$ cat src/hdl/pipe_ctrl_pkg.sv
// shared constants and types for the pipeline sequencing and hazard controller
package pipe_ctrl_pkg;
    // organisation codes carried by pipeline_depth_select
    localparam logic [1:0] DEPTH_FIVE = 2'h0;
    localparam logic [1:0] DEPTH_THREE = 2'h1;
    localparam logic [1:0] DEPTH_EIGHT = 2'h2;
    // stage slots, fetch first; the longest organisation uses all eight
    localparam int STAGE_MAX = 8;
    localparam int STG_FETCH = 0;
    localparam int STG_DECODE = 1;
    localparam int STG_COMPUTE = 2;
    localparam int STG_ACCESS_FIRST = 3;
    // index of the result commit stage per organisation
    localparam int LAST_THREE = 2;
    localparam int LAST_FIVE = 4;
    localparam int LAST_EIGHT = 7;
    // register index width of the core
    localparam int REG_IDX_W = 5;
    // default prefetch buffer depth in instruction words
    localparam int PREFETCH_DEPTH = 4;
    // instruction categories reported by the decoder
    typedef enum logic [3:0] {
        CAT_ALU = 4'h0,
        CAT_LOAD = 4'h1,
        CAT_STORE = 4'h2,
        CAT_SHIFT = 4'h3,
        CAT_MUL = 4'h4,
        CAT_DIV = 4'h5,
        CAT_FP = 4'h6,
        CAT_STREAM = 4'h7,
        CAT_BARRIER = 4'h8,
        CAT_SYNC_BRANCH = 4'h9,
        CAT_BRANCH = 4'hA
    } instr_cat_t;
endpackage

$ cat src/hdl/pipe_ctrl.sv
// pipeline sequencing, hazard stall and prefetch control for the soft core
//
// Behaviour
// - one clock per stage, one retire per clock
// - stall on unforwardable pending result
// - slow load/store holds until access completes
// - prefetch fills during non-fetch stalls, then feeds fetch
// - barrier or synchronizing branch empties prefetch buffer
// - simultaneous hazards stall for the longest only
// - select 1 gives fetch, decode, execute
// - three stages: no data hazards, multi-cycle execute
// - select 0 gives five stages
// - five stages: execute producers stall 1-2 clocks
// - five stages: access producers stall 1 clock
// - five stages: divide and float are multi-cycle
// - select 2 gives eight stages
// - eight stages: execute producers stall 1-5 clocks
// - eight stages: first access producers stall 1-4
// - second/third access producers stall 2-3/1-2
// - fourth access load/float stalls 1 clock
// - eight stages: stream decode structural stall
// - eight stages: first access load/store ordering stall
// - eight stages: divide and long float multi-cycle
// - taken branch flushes fetch, decode, prefetch
`timescale 1ns/100ps
`default_nettype none
module pipe_ctrl #(
    parameter logic [1:0] pipeline_depth_select = pipe_ctrl_pkg::DEPTH_FIVE,
    parameter int PF_DEPTH = pipe_ctrl_pkg::PREFETCH_DEPTH
) (
    input wire logic clk_i,
    input wire logic reset_i,
    input wire logic fetch_ready_i,
    input wire logic [3:0] dec_cat_i,
    input wire logic [pipe_ctrl_pkg::REG_IDX_W-1:0] dec_src_a_i,
    input wire logic [pipe_ctrl_pkg::REG_IDX_W-1:0] dec_src_b_i,
    input wire logic [pipe_ctrl_pkg::REG_IDX_W-1:0] dec_dst_i,
    input wire logic dec_excp_i,
    input wire logic dec_long_i,
    input wire logic exec_done_i,
    input wire logic data_done_i,
    input wire logic branch_taken_i,
    output logic [pipe_ctrl_pkg::STAGE_MAX-1:0] stage_valid_o,
    output logic [$clog2(PF_DEPTH+1)-1:0] prefetch_level_o,
    output logic hold_o,
    output logic flush_o
);
    import pipe_ctrl_pkg::*;

    localparam int PFW = $clog2(PF_DEPTH + 1);
    localparam logic [PFW-1:0] PF_FULL = PFW'(PF_DEPTH);

    // whole controller state in one record, per-slot fields indexed by stage
    typedef struct packed {
        logic [STAGE_MAX-1:0] valid;                // slot holds a real instruction
        logic [STAGE_MAX-1:0][3:0] cat;             // category of each slot
        logic [STAGE_MAX-1:0][REG_IDX_W-1:0] dst;   // destination register
        logic [STAGE_MAX-1:0] excp;                 // exception option built in
        logic [STAGE_MAX-1:0] lng;                  // long float variant
        logic [PFW-1:0] pf;                         // words held in prefetch buffer
        logic hold;                                 // a stall was in force
        logic flush;                                // a taken branch flushed
    } ctrl_state_t;

    ctrl_state_t q;
    ctrl_state_t d;
    int stall_pt;       // deepest stage that must hold this cycle, 0 for none
    int last;           // commit stage index of the organisation
    int mem_idx;        // stage where data memory is accessed
    logic raw_haz;      // decode waits on a pending result
    logic strm_haz;     // stream structural conflict in decode
    logic ord_haz;      // ordering conflict in first access stage
    logic multi_busy;   // execute occupied by a multi-cycle op
    logic slow_mem;     // data access not yet complete
    logic take;         // taken branch leaving execute
    logic sync_clr;     // barrier or synchronizing branch leaving execute
    logic pf_pull;      // fetch takes a word from the buffer
    logic pf_push;      // fetched word parked in the buffer

    ////////////////////////////////////////////////////////////////////////
    // helper functions

    // commit stage index per organisation
    function automatic int last_stage(input logic [1:0] sel);
        case (sel)
            DEPTH_THREE: last_stage = LAST_THREE;
            DEPTH_EIGHT: last_stage = LAST_EIGHT;
            default: last_stage = LAST_FIVE;
        endcase
    endfunction

    // first stage at which a producer's result can be forwarded
    function automatic int ready_stage(input logic [1:0] sel, input logic [3:0] c);
        ready_stage = STG_COMPUTE;
        case (sel)
            DEPTH_FIVE: begin
                // execute producers wait; load/mul/fp wait in access
                case (c)
                    CAT_LOAD, CAT_MUL, CAT_FP: ready_stage = 4;
                    CAT_STORE, CAT_SHIFT, CAT_DIV: ready_stage = 3;
                    default: ready_stage = STG_COMPUTE;
                endcase
            end
            DEPTH_EIGHT: begin
                case (c)
                    CAT_LOAD, CAT_FP: ready_stage = 7;
                    CAT_DIV: ready_stage = 6;
                    CAT_MUL: ready_stage = 4;
                    CAT_STORE, CAT_SHIFT: ready_stage = 3;
                    default: ready_stage = STG_COMPUTE;
                endcase
            end
            // three stages forward everything from execute
            default: ready_stage = STG_COMPUTE;
        endcase
    endfunction

    // multi-cycle occupancy of the execute stage
    function automatic logic is_multi(input logic [1:0] sel, input logic [3:0] c,
                                      input logic l);
        case (sel)
            DEPTH_THREE: is_multi = (c == CAT_SHIFT) || (c == CAT_MUL) ||
                                    (c == CAT_DIV) || (c == CAT_FP);
            // divide and the long float family
            DEPTH_EIGHT: is_multi = (c == CAT_DIV) || ((c == CAT_FP) && l);
            default: is_multi = (c == CAT_DIV) || (c == CAT_FP);
        endcase
    endfunction

    // categories that may raise an exception late in the pipe
    function automatic logic excp_kind(input logic [3:0] c);
        excp_kind = (c == CAT_LOAD) || (c == CAT_STORE) || (c == CAT_DIV) || (c == CAT_FP);
    endfunction

    ////////////////////////////////////////////////////////////////////////
    // hazard detection and next-state

    // all hazards resolve to one hold point; the deepest wins, so overlap
    // never adds up
    always_comb begin
        d = q;
        last = last_stage(pipeline_depth_select);
        mem_idx = (pipeline_depth_select == DEPTH_THREE) ? STG_COMPUTE : STG_ACCESS_FIRST;
        raw_haz = 1'b0;
        strm_haz = 1'b0;
        ord_haz = 1'b0;
        // result pending where it cannot yet be forwarded
        for (int i = STG_COMPUTE; i < STAGE_MAX; i++) begin
            if (i < last && q.valid[i] && i < ready_stage(pipeline_depth_select, q.cat[i]) &&
                (q.dst[i] == dec_src_a_i || q.dst[i] == dec_src_b_i)) begin
                raw_haz = 1'b1;
            end
        end
        if (pipeline_depth_select == DEPTH_EIGHT) begin
            // stream in decode against execute and access stages
            if (dec_cat_i == CAT_STREAM && q.valid[STG_COMPUTE] &&
                q.cat[STG_COMPUTE] == CAT_STREAM) begin
                strm_haz = 1'b1;
            end
            for (int i = STG_COMPUTE; i < LAST_EIGHT; i++) begin
                if (dec_cat_i == CAT_STREAM && q.valid[i] && q.excp[i] &&
                    excp_kind(q.cat[i])) begin
                    strm_haz = 1'b1;
                end
            end
            // first access load/store behind an excepting access
            for (int i = STG_ACCESS_FIRST + 1; i < LAST_EIGHT; i++) begin
                if (q.valid[STG_ACCESS_FIRST] && q.valid[i] && q.excp[i] &&
                    excp_kind(q.cat[i]) && (q.cat[STG_ACCESS_FIRST] == CAT_LOAD ||
                    q.cat[STG_ACCESS_FIRST] == CAT_STORE)) begin
                    ord_haz = 1'b1;
                end
            end
        end
        multi_busy = q.valid[STG_COMPUTE] && !exec_done_i &&
                     is_multi(pipeline_depth_select, q.cat[STG_COMPUTE], q.lng[STG_COMPUTE]);
        slow_mem = q.valid[mem_idx] && !data_done_i &&
                   (q.cat[mem_idx] == CAT_LOAD || q.cat[mem_idx] == CAT_STORE);
        // hold point is the deepest of all active hazards
        stall_pt = 0;
        if (q.valid[STG_DECODE] && (raw_haz || strm_haz)) begin
            stall_pt = STG_DECODE;
        end
        if (multi_busy) begin
            stall_pt = STG_COMPUTE;
        end
        if (ord_haz && stall_pt < STG_ACCESS_FIRST) begin
            stall_pt = STG_ACCESS_FIRST;
        end
        // slow data access freezes up to its stage
        if (slow_mem && stall_pt < mem_idx) begin
            stall_pt = mem_idx;
        end
        take = branch_taken_i && q.valid[STG_COMPUTE] && stall_pt < STG_COMPUTE &&
               (q.cat[STG_COMPUTE] == CAT_BRANCH || q.cat[STG_COMPUTE] == CAT_SYNC_BRANCH);
        sync_clr = q.valid[STG_COMPUTE] && stall_pt < STG_COMPUTE &&
                   (q.cat[STG_COMPUTE] == CAT_BARRIER || q.cat[STG_COMPUTE] == CAT_SYNC_BRANCH);
        // stages past the hold point advance, first one gets a bubble
        for (int i = STG_DECODE; i < STAGE_MAX; i++) begin
            if (i > stall_pt) begin
                d.valid[i] = (i > last || (stall_pt != 0 && i == stall_pt + 1)) ?
                             1'b0 : q.valid[i-1];
                if (i == STG_COMPUTE) begin
                    d.cat[i] = dec_cat_i;
                    d.dst[i] = dec_dst_i;
                    d.excp[i] = dec_excp_i;
                    d.lng[i] = dec_long_i;
                end else if (i > STG_COMPUTE) begin
                    d.cat[i] = q.cat[i-1];
                    d.dst[i] = q.dst[i-1];
                    d.excp[i] = q.excp[i-1];
                    d.lng[i] = q.lng[i-1];
                end
            end
        end
        // fetch feeds from the buffer first, memory words park there
        pf_pull = 1'b0;
        pf_push = 1'b0;
        if (stall_pt == 0) begin
            pf_pull = (q.pf != '0);
            pf_push = fetch_ready_i && pf_pull;
            d.valid[STG_FETCH] = fetch_ready_i || pf_pull;
        end else if (!q.valid[STG_FETCH]) begin
            d.valid[STG_FETCH] = fetch_ready_i;
        end else begin
            pf_push = fetch_ready_i && (q.pf != PF_FULL);
        end
        d.pf = q.pf - PFW'(pf_pull) + PFW'(pf_push);
        if (sync_clr) begin
            d.pf = '0;
        end
        // taken branch drops fetch, decode and buffer; refill takes two clocks
        // the word fetched now comes from the target, so execute sees two bubbles
        if (take) begin
            d.valid[STG_FETCH] = fetch_ready_i;
            d.valid[STG_DECODE] = 1'b0;
            // the instruction behind the branch must never reach execute
            d.valid[STG_COMPUTE] = 1'b0;
            d.pf = '0;
        end
        d.hold = (stall_pt != 0);
        d.flush = take;
    end

    ////////////////////////////////////////////////////////////////////////
    // state register

    // reset empties every stage and the buffer
    always_ff @(posedge clk_i or posedge reset_i) begin
        if (reset_i) begin
            q <= '0;
        end else begin
            q <= d;
        end
    end

    // outputs straight from the state register
    assign stage_valid_o = q.valid;
    assign prefetch_level_o = q.pf;
    assign hold_o = q.hold;
    assign flush_o = q.flush;
endmodule
`default_nettype wire

$ cat config.mk
export PLATFORM = sky130hd
export DESIGN_NAME = pipe_ctrl
export DESIGN_NICKNAME = d
export VERILOG_FILES = /design/src/hdl/pipe_ctrl_pkg.sv /design/src/hdl/pipe_ctrl.sv
export SDC_FILE = /design/constraint.sdc
export NUM_CORES = 1
export LEC_CHECK = 0
export BUFFER_PORTS_ARGS = -buffer_cell sky130_fd_sc_hd__clkbuf_2
export CAP_MARGIN = 20
export CELL_PAD_IN_SITES_DETAIL_PLACEMENT = 0
export CELL_PAD_IN_SITES_GLOBAL_PLACEMENT = 2
export CORE_MARGIN = 3
export CORE_UTILIZATION = 36
export CTS_CLUSTER_SIZE = 12
export DETAILED_ROUTE_END_ITERATION = 6
export GPL_ROUTABILITY_DRIVEN = 1
export PLACE_DENSITY_LB_ADDON = 0.05
export SLEW_MARGIN = 0
export SYNTH_ARGS = -nofsm -noshare
export SYNTH_HDL_FRONTEND = slang
export SYNTH_SLANG_ARGS = --single-unit
$ cat constraint.sdc
create_clock -name clk_i -period 8.75 [get_ports clk_i]
set_input_delay 1.3125 -clock clk_i [delete_from_list [all_inputs] [get_ports clk_i]]
set_output_delay 1.3125 -clock clk_i [all_outputs]
set_load 0.01 [all_outputs]
# Word-level counts from Yosys, hierarchy flattened
# Index checks and enable logic that the tools add are counted.
totals:
  reg_bits: 28
  inputBits: 27
  output_inout_bits: 13
  wordCells: 107
op_classes:
  add_sub_neg: 3
  magnitude_cmp: 8
  n_eq_ne: 24
  muxes: 21
  n_reduce_logical: 39
ops:
  columns: ["op", "count"]
  rows:
  - ["$eq A3 B32 Y1 const A", 2]
  - ["$gt A3 B32 Y1 const A", 2]
  - ["$lt A3 B32 Y1 const A", 2]
  - ["$lt A32 B3 Y1 const B", 2]
  - ["$mux W32", 2]
  - ["$add A32 B2 Y32 const B", 1]
  - ["$eq A2 B32 Y1 const A", 1]
  - ["$eq A4 B32 Y1 const A", 1]
  - ["$gt A2 B32 Y1 const A", 1]
  - ["$gt A4 B32 Y1 const A", 1]
  - ["$logic_not A32 Y1", 1]
  - ["$reduce_bool A32 Y1", 1]
  - ["$eq A4 B3 Y1 const B", 6]
  - ["$logic_and A1 B1 Y1", 21]
  - ["$eq A5 B5 Y1", 4]
  - ["$eq A4 B2 Y1 const B", 4]
  - ["$mux W1", 14]
  - ["$eq A4 B4 Y1 const B", 3]
  - ["$pmux W3 S2", 2]
  - ["$reduce_or A3 Y1", 4]
  - ["$mux W3", 3]
  - ["$eq A4 B1 Y1 const B", 2]
  - ["$logic_or A1 B1 Y1", 7]
  - ["$reduce_bool A2 Y1", 2]
  - ["5 further kinds", 6]

# Longest topological paths before layout
logic_depth:
  word_depth: 20
  depth_mapped: 14
  mapped_depth_nobuf: 14

# Least setup slack after synthesis
# No wires, ideal clock.
synth_path:
  path_kind: "input-to-reg"
  startpoint: "in data_done_i"
  endpoint: "reg q, in the netlist prefetch_level_o[2]"
  setup_time_ns: 0.131
  arrival_time_ns: 3.441
  required_ns: 8.619
  slack_ns: 5.178
  path_stages: 14
  n_path_buf: 1
  path_cell_list: "nor4b_4 nand2_2 and2_0 buf_2 o2111ai_1 o211a_1 ha_1 inv_1 ha_1 inv_1 fa_1 xor2_1 xnor2_1 nor2_1"
synth_lines:
  columns: ["item", "line", "rtl"]
  rows:
  - ["start, declared", "pipe_ctrl.sv:41", "input wire logic data_done_i,"]
  - ["end signal, assigned", "pipe_ctrl.sv:251", "q <= '0;"]
  - ["end signal, assigned", "pipe_ctrl.sv:253", "q <= d;"]
  - ["end, declared", "pipe_ctrl.sv:65", "ctrl_state_t q;"]

==> impl_metrics.py <==
metrics = {
    "run_status": {
        "status": "finished clean",
    },
    "logic_synthesis": {
        "ys_ff_latch": 28,
        "synth_warnings": 0,
        "synth-edff-count": 0,
        "synth_flop_cell": "dfrtp_1",
        "synthArstFlopShare_pct": 100,
        "synth_cell_types": 42,
        "netlist_instances": 148,
        "syn_avg_cell_area_sq_um": 10.9,
        "syn_area_sq_um": 1620,
        "seq_area_frac_synth_pct": 43.2,
    },
    "clock_network": {
        "cts_tree": "built",
        "cts_sinks": 28,
        "cts_setup_buffers": 0,
        "cts_resized": 0,
        "cts_hold_buf": 0,
        "cts_buffers": 3,
        "clock_latency_ns": 0.27,
        "root_buffer": "clkbuf_8",
        "path_clk_slew_ns": 0.09,
        "htreeDepth": 1,
        "clockBufferDepth": 2,
    },
    "place": {
        "portBuffers": 34,
        "gp_congestion": 0.755,
        "hpwlAfterDp_mm": 2.55,
    },
    "die": {
        "dieArea_sq_um": 5340,
        "start_util_pct": 38.8,
        "die_h_um": 73.1,
        "num_rows": 23,
        "die_x_um": 73.1,
        "coreArea_sq_um": 4170,
        "num_io_pins": 40,
    },
    "run": {
        "maxCapViolations": 0,
    },
    "drt": {
        "routed_wl_mm": 3.25,
        "via_per_inst": 5.12,
        "wl_per_cell_um": 14.5,
        "drt_pass1_iterations": 4,
        "first_iter_violations": 26,
        "dr_total_vias": 1147,
        "antenna_left": 0,
        "drc_errors": 0,
    },
    "global_routing": {
        "grt-ovfl-total": 0,
        "antenna_found_initial": 0,
        "grt_pass1_vias": 1215,
        "grt_max_degree": 29,
        "grt_usage_pct": 13.2,
        "grt_pass1_wl_mm": 5.46,
    },
    "setup_path": {
        "end_kind": "register",
        "arrival_ns": 4.29,
        "startpoint_type": "input pin",
        "worstSetupPathType": "in -> reg",
        "crit_required_ns": 8.90,
        "reg2reg_from": "q[75]",
        "crit_fanout": 14,
        "worstSetupStartpoint": "data_done_i",
    },
    "min_path": {
        "min_path_type": "reg -> reg",
        "min-delay-start": "q[73]",
    },
    "sta": {
        "setup_viol": 0,
        "grt_setup_unrepaired": "no",
        "slew_headroom_pct": 42.4,
        "hold_ws_ns": 0.540,
        "tightestPinTransition_ns": 0.864,
        "skew_ns": 0.00561,
        "max_freq_ghz": 0.241,
        "finalCriticalPeriod_ns": 4.14,
        "post-route-period-util_pct": 47.4,
        "drv_slew": 0,
        "finalHoldViolations": 0,
        "setup-tns-final_ns": 0,
    },
    "power_and_ir_drop": {
        "vdd_drop_max_uv": 126,
        "sw_frac_of_total_pct": 36.8,
        "power_density_nw_per_um2": 269,
        "combPwrFrac_pct": 41.9,
        "power_switching_w": 0.000181,
        "leakage_nw": 0.821,
        "intPower_w": 0.000310,
        "clkPwrFrac_pct": 13.9,
        "p_seq_share_pct": 44.2,
    },
    "final_layout": {
        "diodes": 0,
        "drive_gt1_share_pct": 32.2,
        "area_growth_pct": 12.7,
        "fin_nets": 206,
    },
}
## cell type report
| type | count | area [sq um] |
|---|---|---|
| Sequential cell | 28 | 701 |
| Multi-Input combinational cell | 103 | 806 |
| Timing Repair Buffer | 35 | 198 |
| Fill cell | 415 | 2350 |
| Clock buffer | 3 | 41.3 |
| Tap cell | 50 | 62.6 |
| Inverter | 5 | 18.8 |
## synth_stat cells (all sizes together), types with 2 or more instances
master  count  area, sq um
and4b       2         20.0
ha          2         25.0
nand3       5         25.0
xor2        3         26.3
nor2b       2         12.5
buf        13         98.8
o21ai       3         15.0
nand2      12         47.6
a21oi       3         15.0
nand3b      2         15.0
nor4b       2         38.8
and2        4         25.0
nor3        2         10.0
dfrtp      28          701
mux2       14          158
xnor2      21          184
nor2        6         22.5
o22ai       2         12.5
inv         5         18.8
## state kept, by name, indices dropped and copies added (netlist names)
| register | cells |
|---|---|
| stage_valid_o | 5 |
| hold_o | 1 |
| q | 18 |
| flush_o | 1 |
| prefetch_level_o | 3 |
## layer usage
metal | up-vias | part of all wire [%] | track usage (%)
li1 | 548 | - | -
met1 | 564 | 45 | 16.1
met2 | 31 | 49 | 23.0
met3 | 4 | 5.1 | 3.44
met4 | 0 | 0.92 | 2.87
met5 | - | 0 | 0
## worst max-delay path, stage by stage
cell and delay (ns):
clkbuf_2 0.10, nor4b_4 0.33, nand2_2 0.25, and2_0 0.52, o21ai_0 0.31, a41oi_1 0.07
o211a_1 0.18, ha_1 0.26, inv_1 0.06, ha_1 0.13, inv_1 0.05, fa_1 0.37
xor2_1 0.17, xnor2_1 0.13, nor2_1 0.05
## cells by family after synthesis
family,after synthesis,share of synthesized area [%]
other cells,1,0.231
buf+inv,19,7.49
xor+xnor,24,13.0
mux,15,10.3
fa+ha+maj,3,2.78
simple gates,41,15.6
compound gates,17,7.34
flops,28,43.2
## power by group through the flow
stage | clock [W] | combinational [W] | sequential, W
floorplan | 0 | 0.000183 | 0.000207
global placement | 0 | 0.000201 | 0.000217
detailed placement | 0 | 0.000208 | 0.000220
CTS | 0.0000713 | 0.000209 | 0.000218
global route | 0.0000762 | 0.000233 | 0.000224
finish | 0.0000684 | 0.000206 | 0.000217
## cell usage in the layout, fill, tap and decap left out, types with 2 or more instances in the layout
cell type  count
nand2_1       11
xnor2_1       21
and2_1         3
conb_1         3
o22ai_1        2
nand3b_1       2
nor2_1         6
o21ai_1        2
and4b_1        2
nor3_1         2
ha_1           2
nand3_1        5
a21oi_1        3
dfrtp_1       28
xor2_1         3
clkbuf_2      34
inv_1          5
clkbuf_8       3
nor2b_1        2
mux2_2        14
## worst paths after layout
path / to / slack, ns / cells past startpoint
worst max-delay path: prefetch_level_o[2] / 4.61 / 15
worst min-delay path: q[74] / 0.54 / 1
max in group asynchronous: stage_valid_o[1] / 7.18 / 3
worst max register to register: prefetch_level_o[2] / 5.25 / 14
min in group asynchronous: stage_valid_o[3] / 1.08 / 2
worst min register to register: q[74] / 0.54 / 1
## through the flow
step	total power (W)	instances	area [sq um]	worst slack (ns)	utilization [%]
6_report	0.000491	224	1830	4.61	43.8
5_1_grt	0.000533	224	1830	4.27	43.8
4_1_cts	0.000499	223	1800	4.54	43.1
3_5_place_dp	0.000429	220	1760	4.26	42.1
3_3_place_gp	0.000418	220	1760	4.36	42.1
2_1_floorplan	0.000390	150	1630	5.18	-
(Power assumes the default switching activity.)
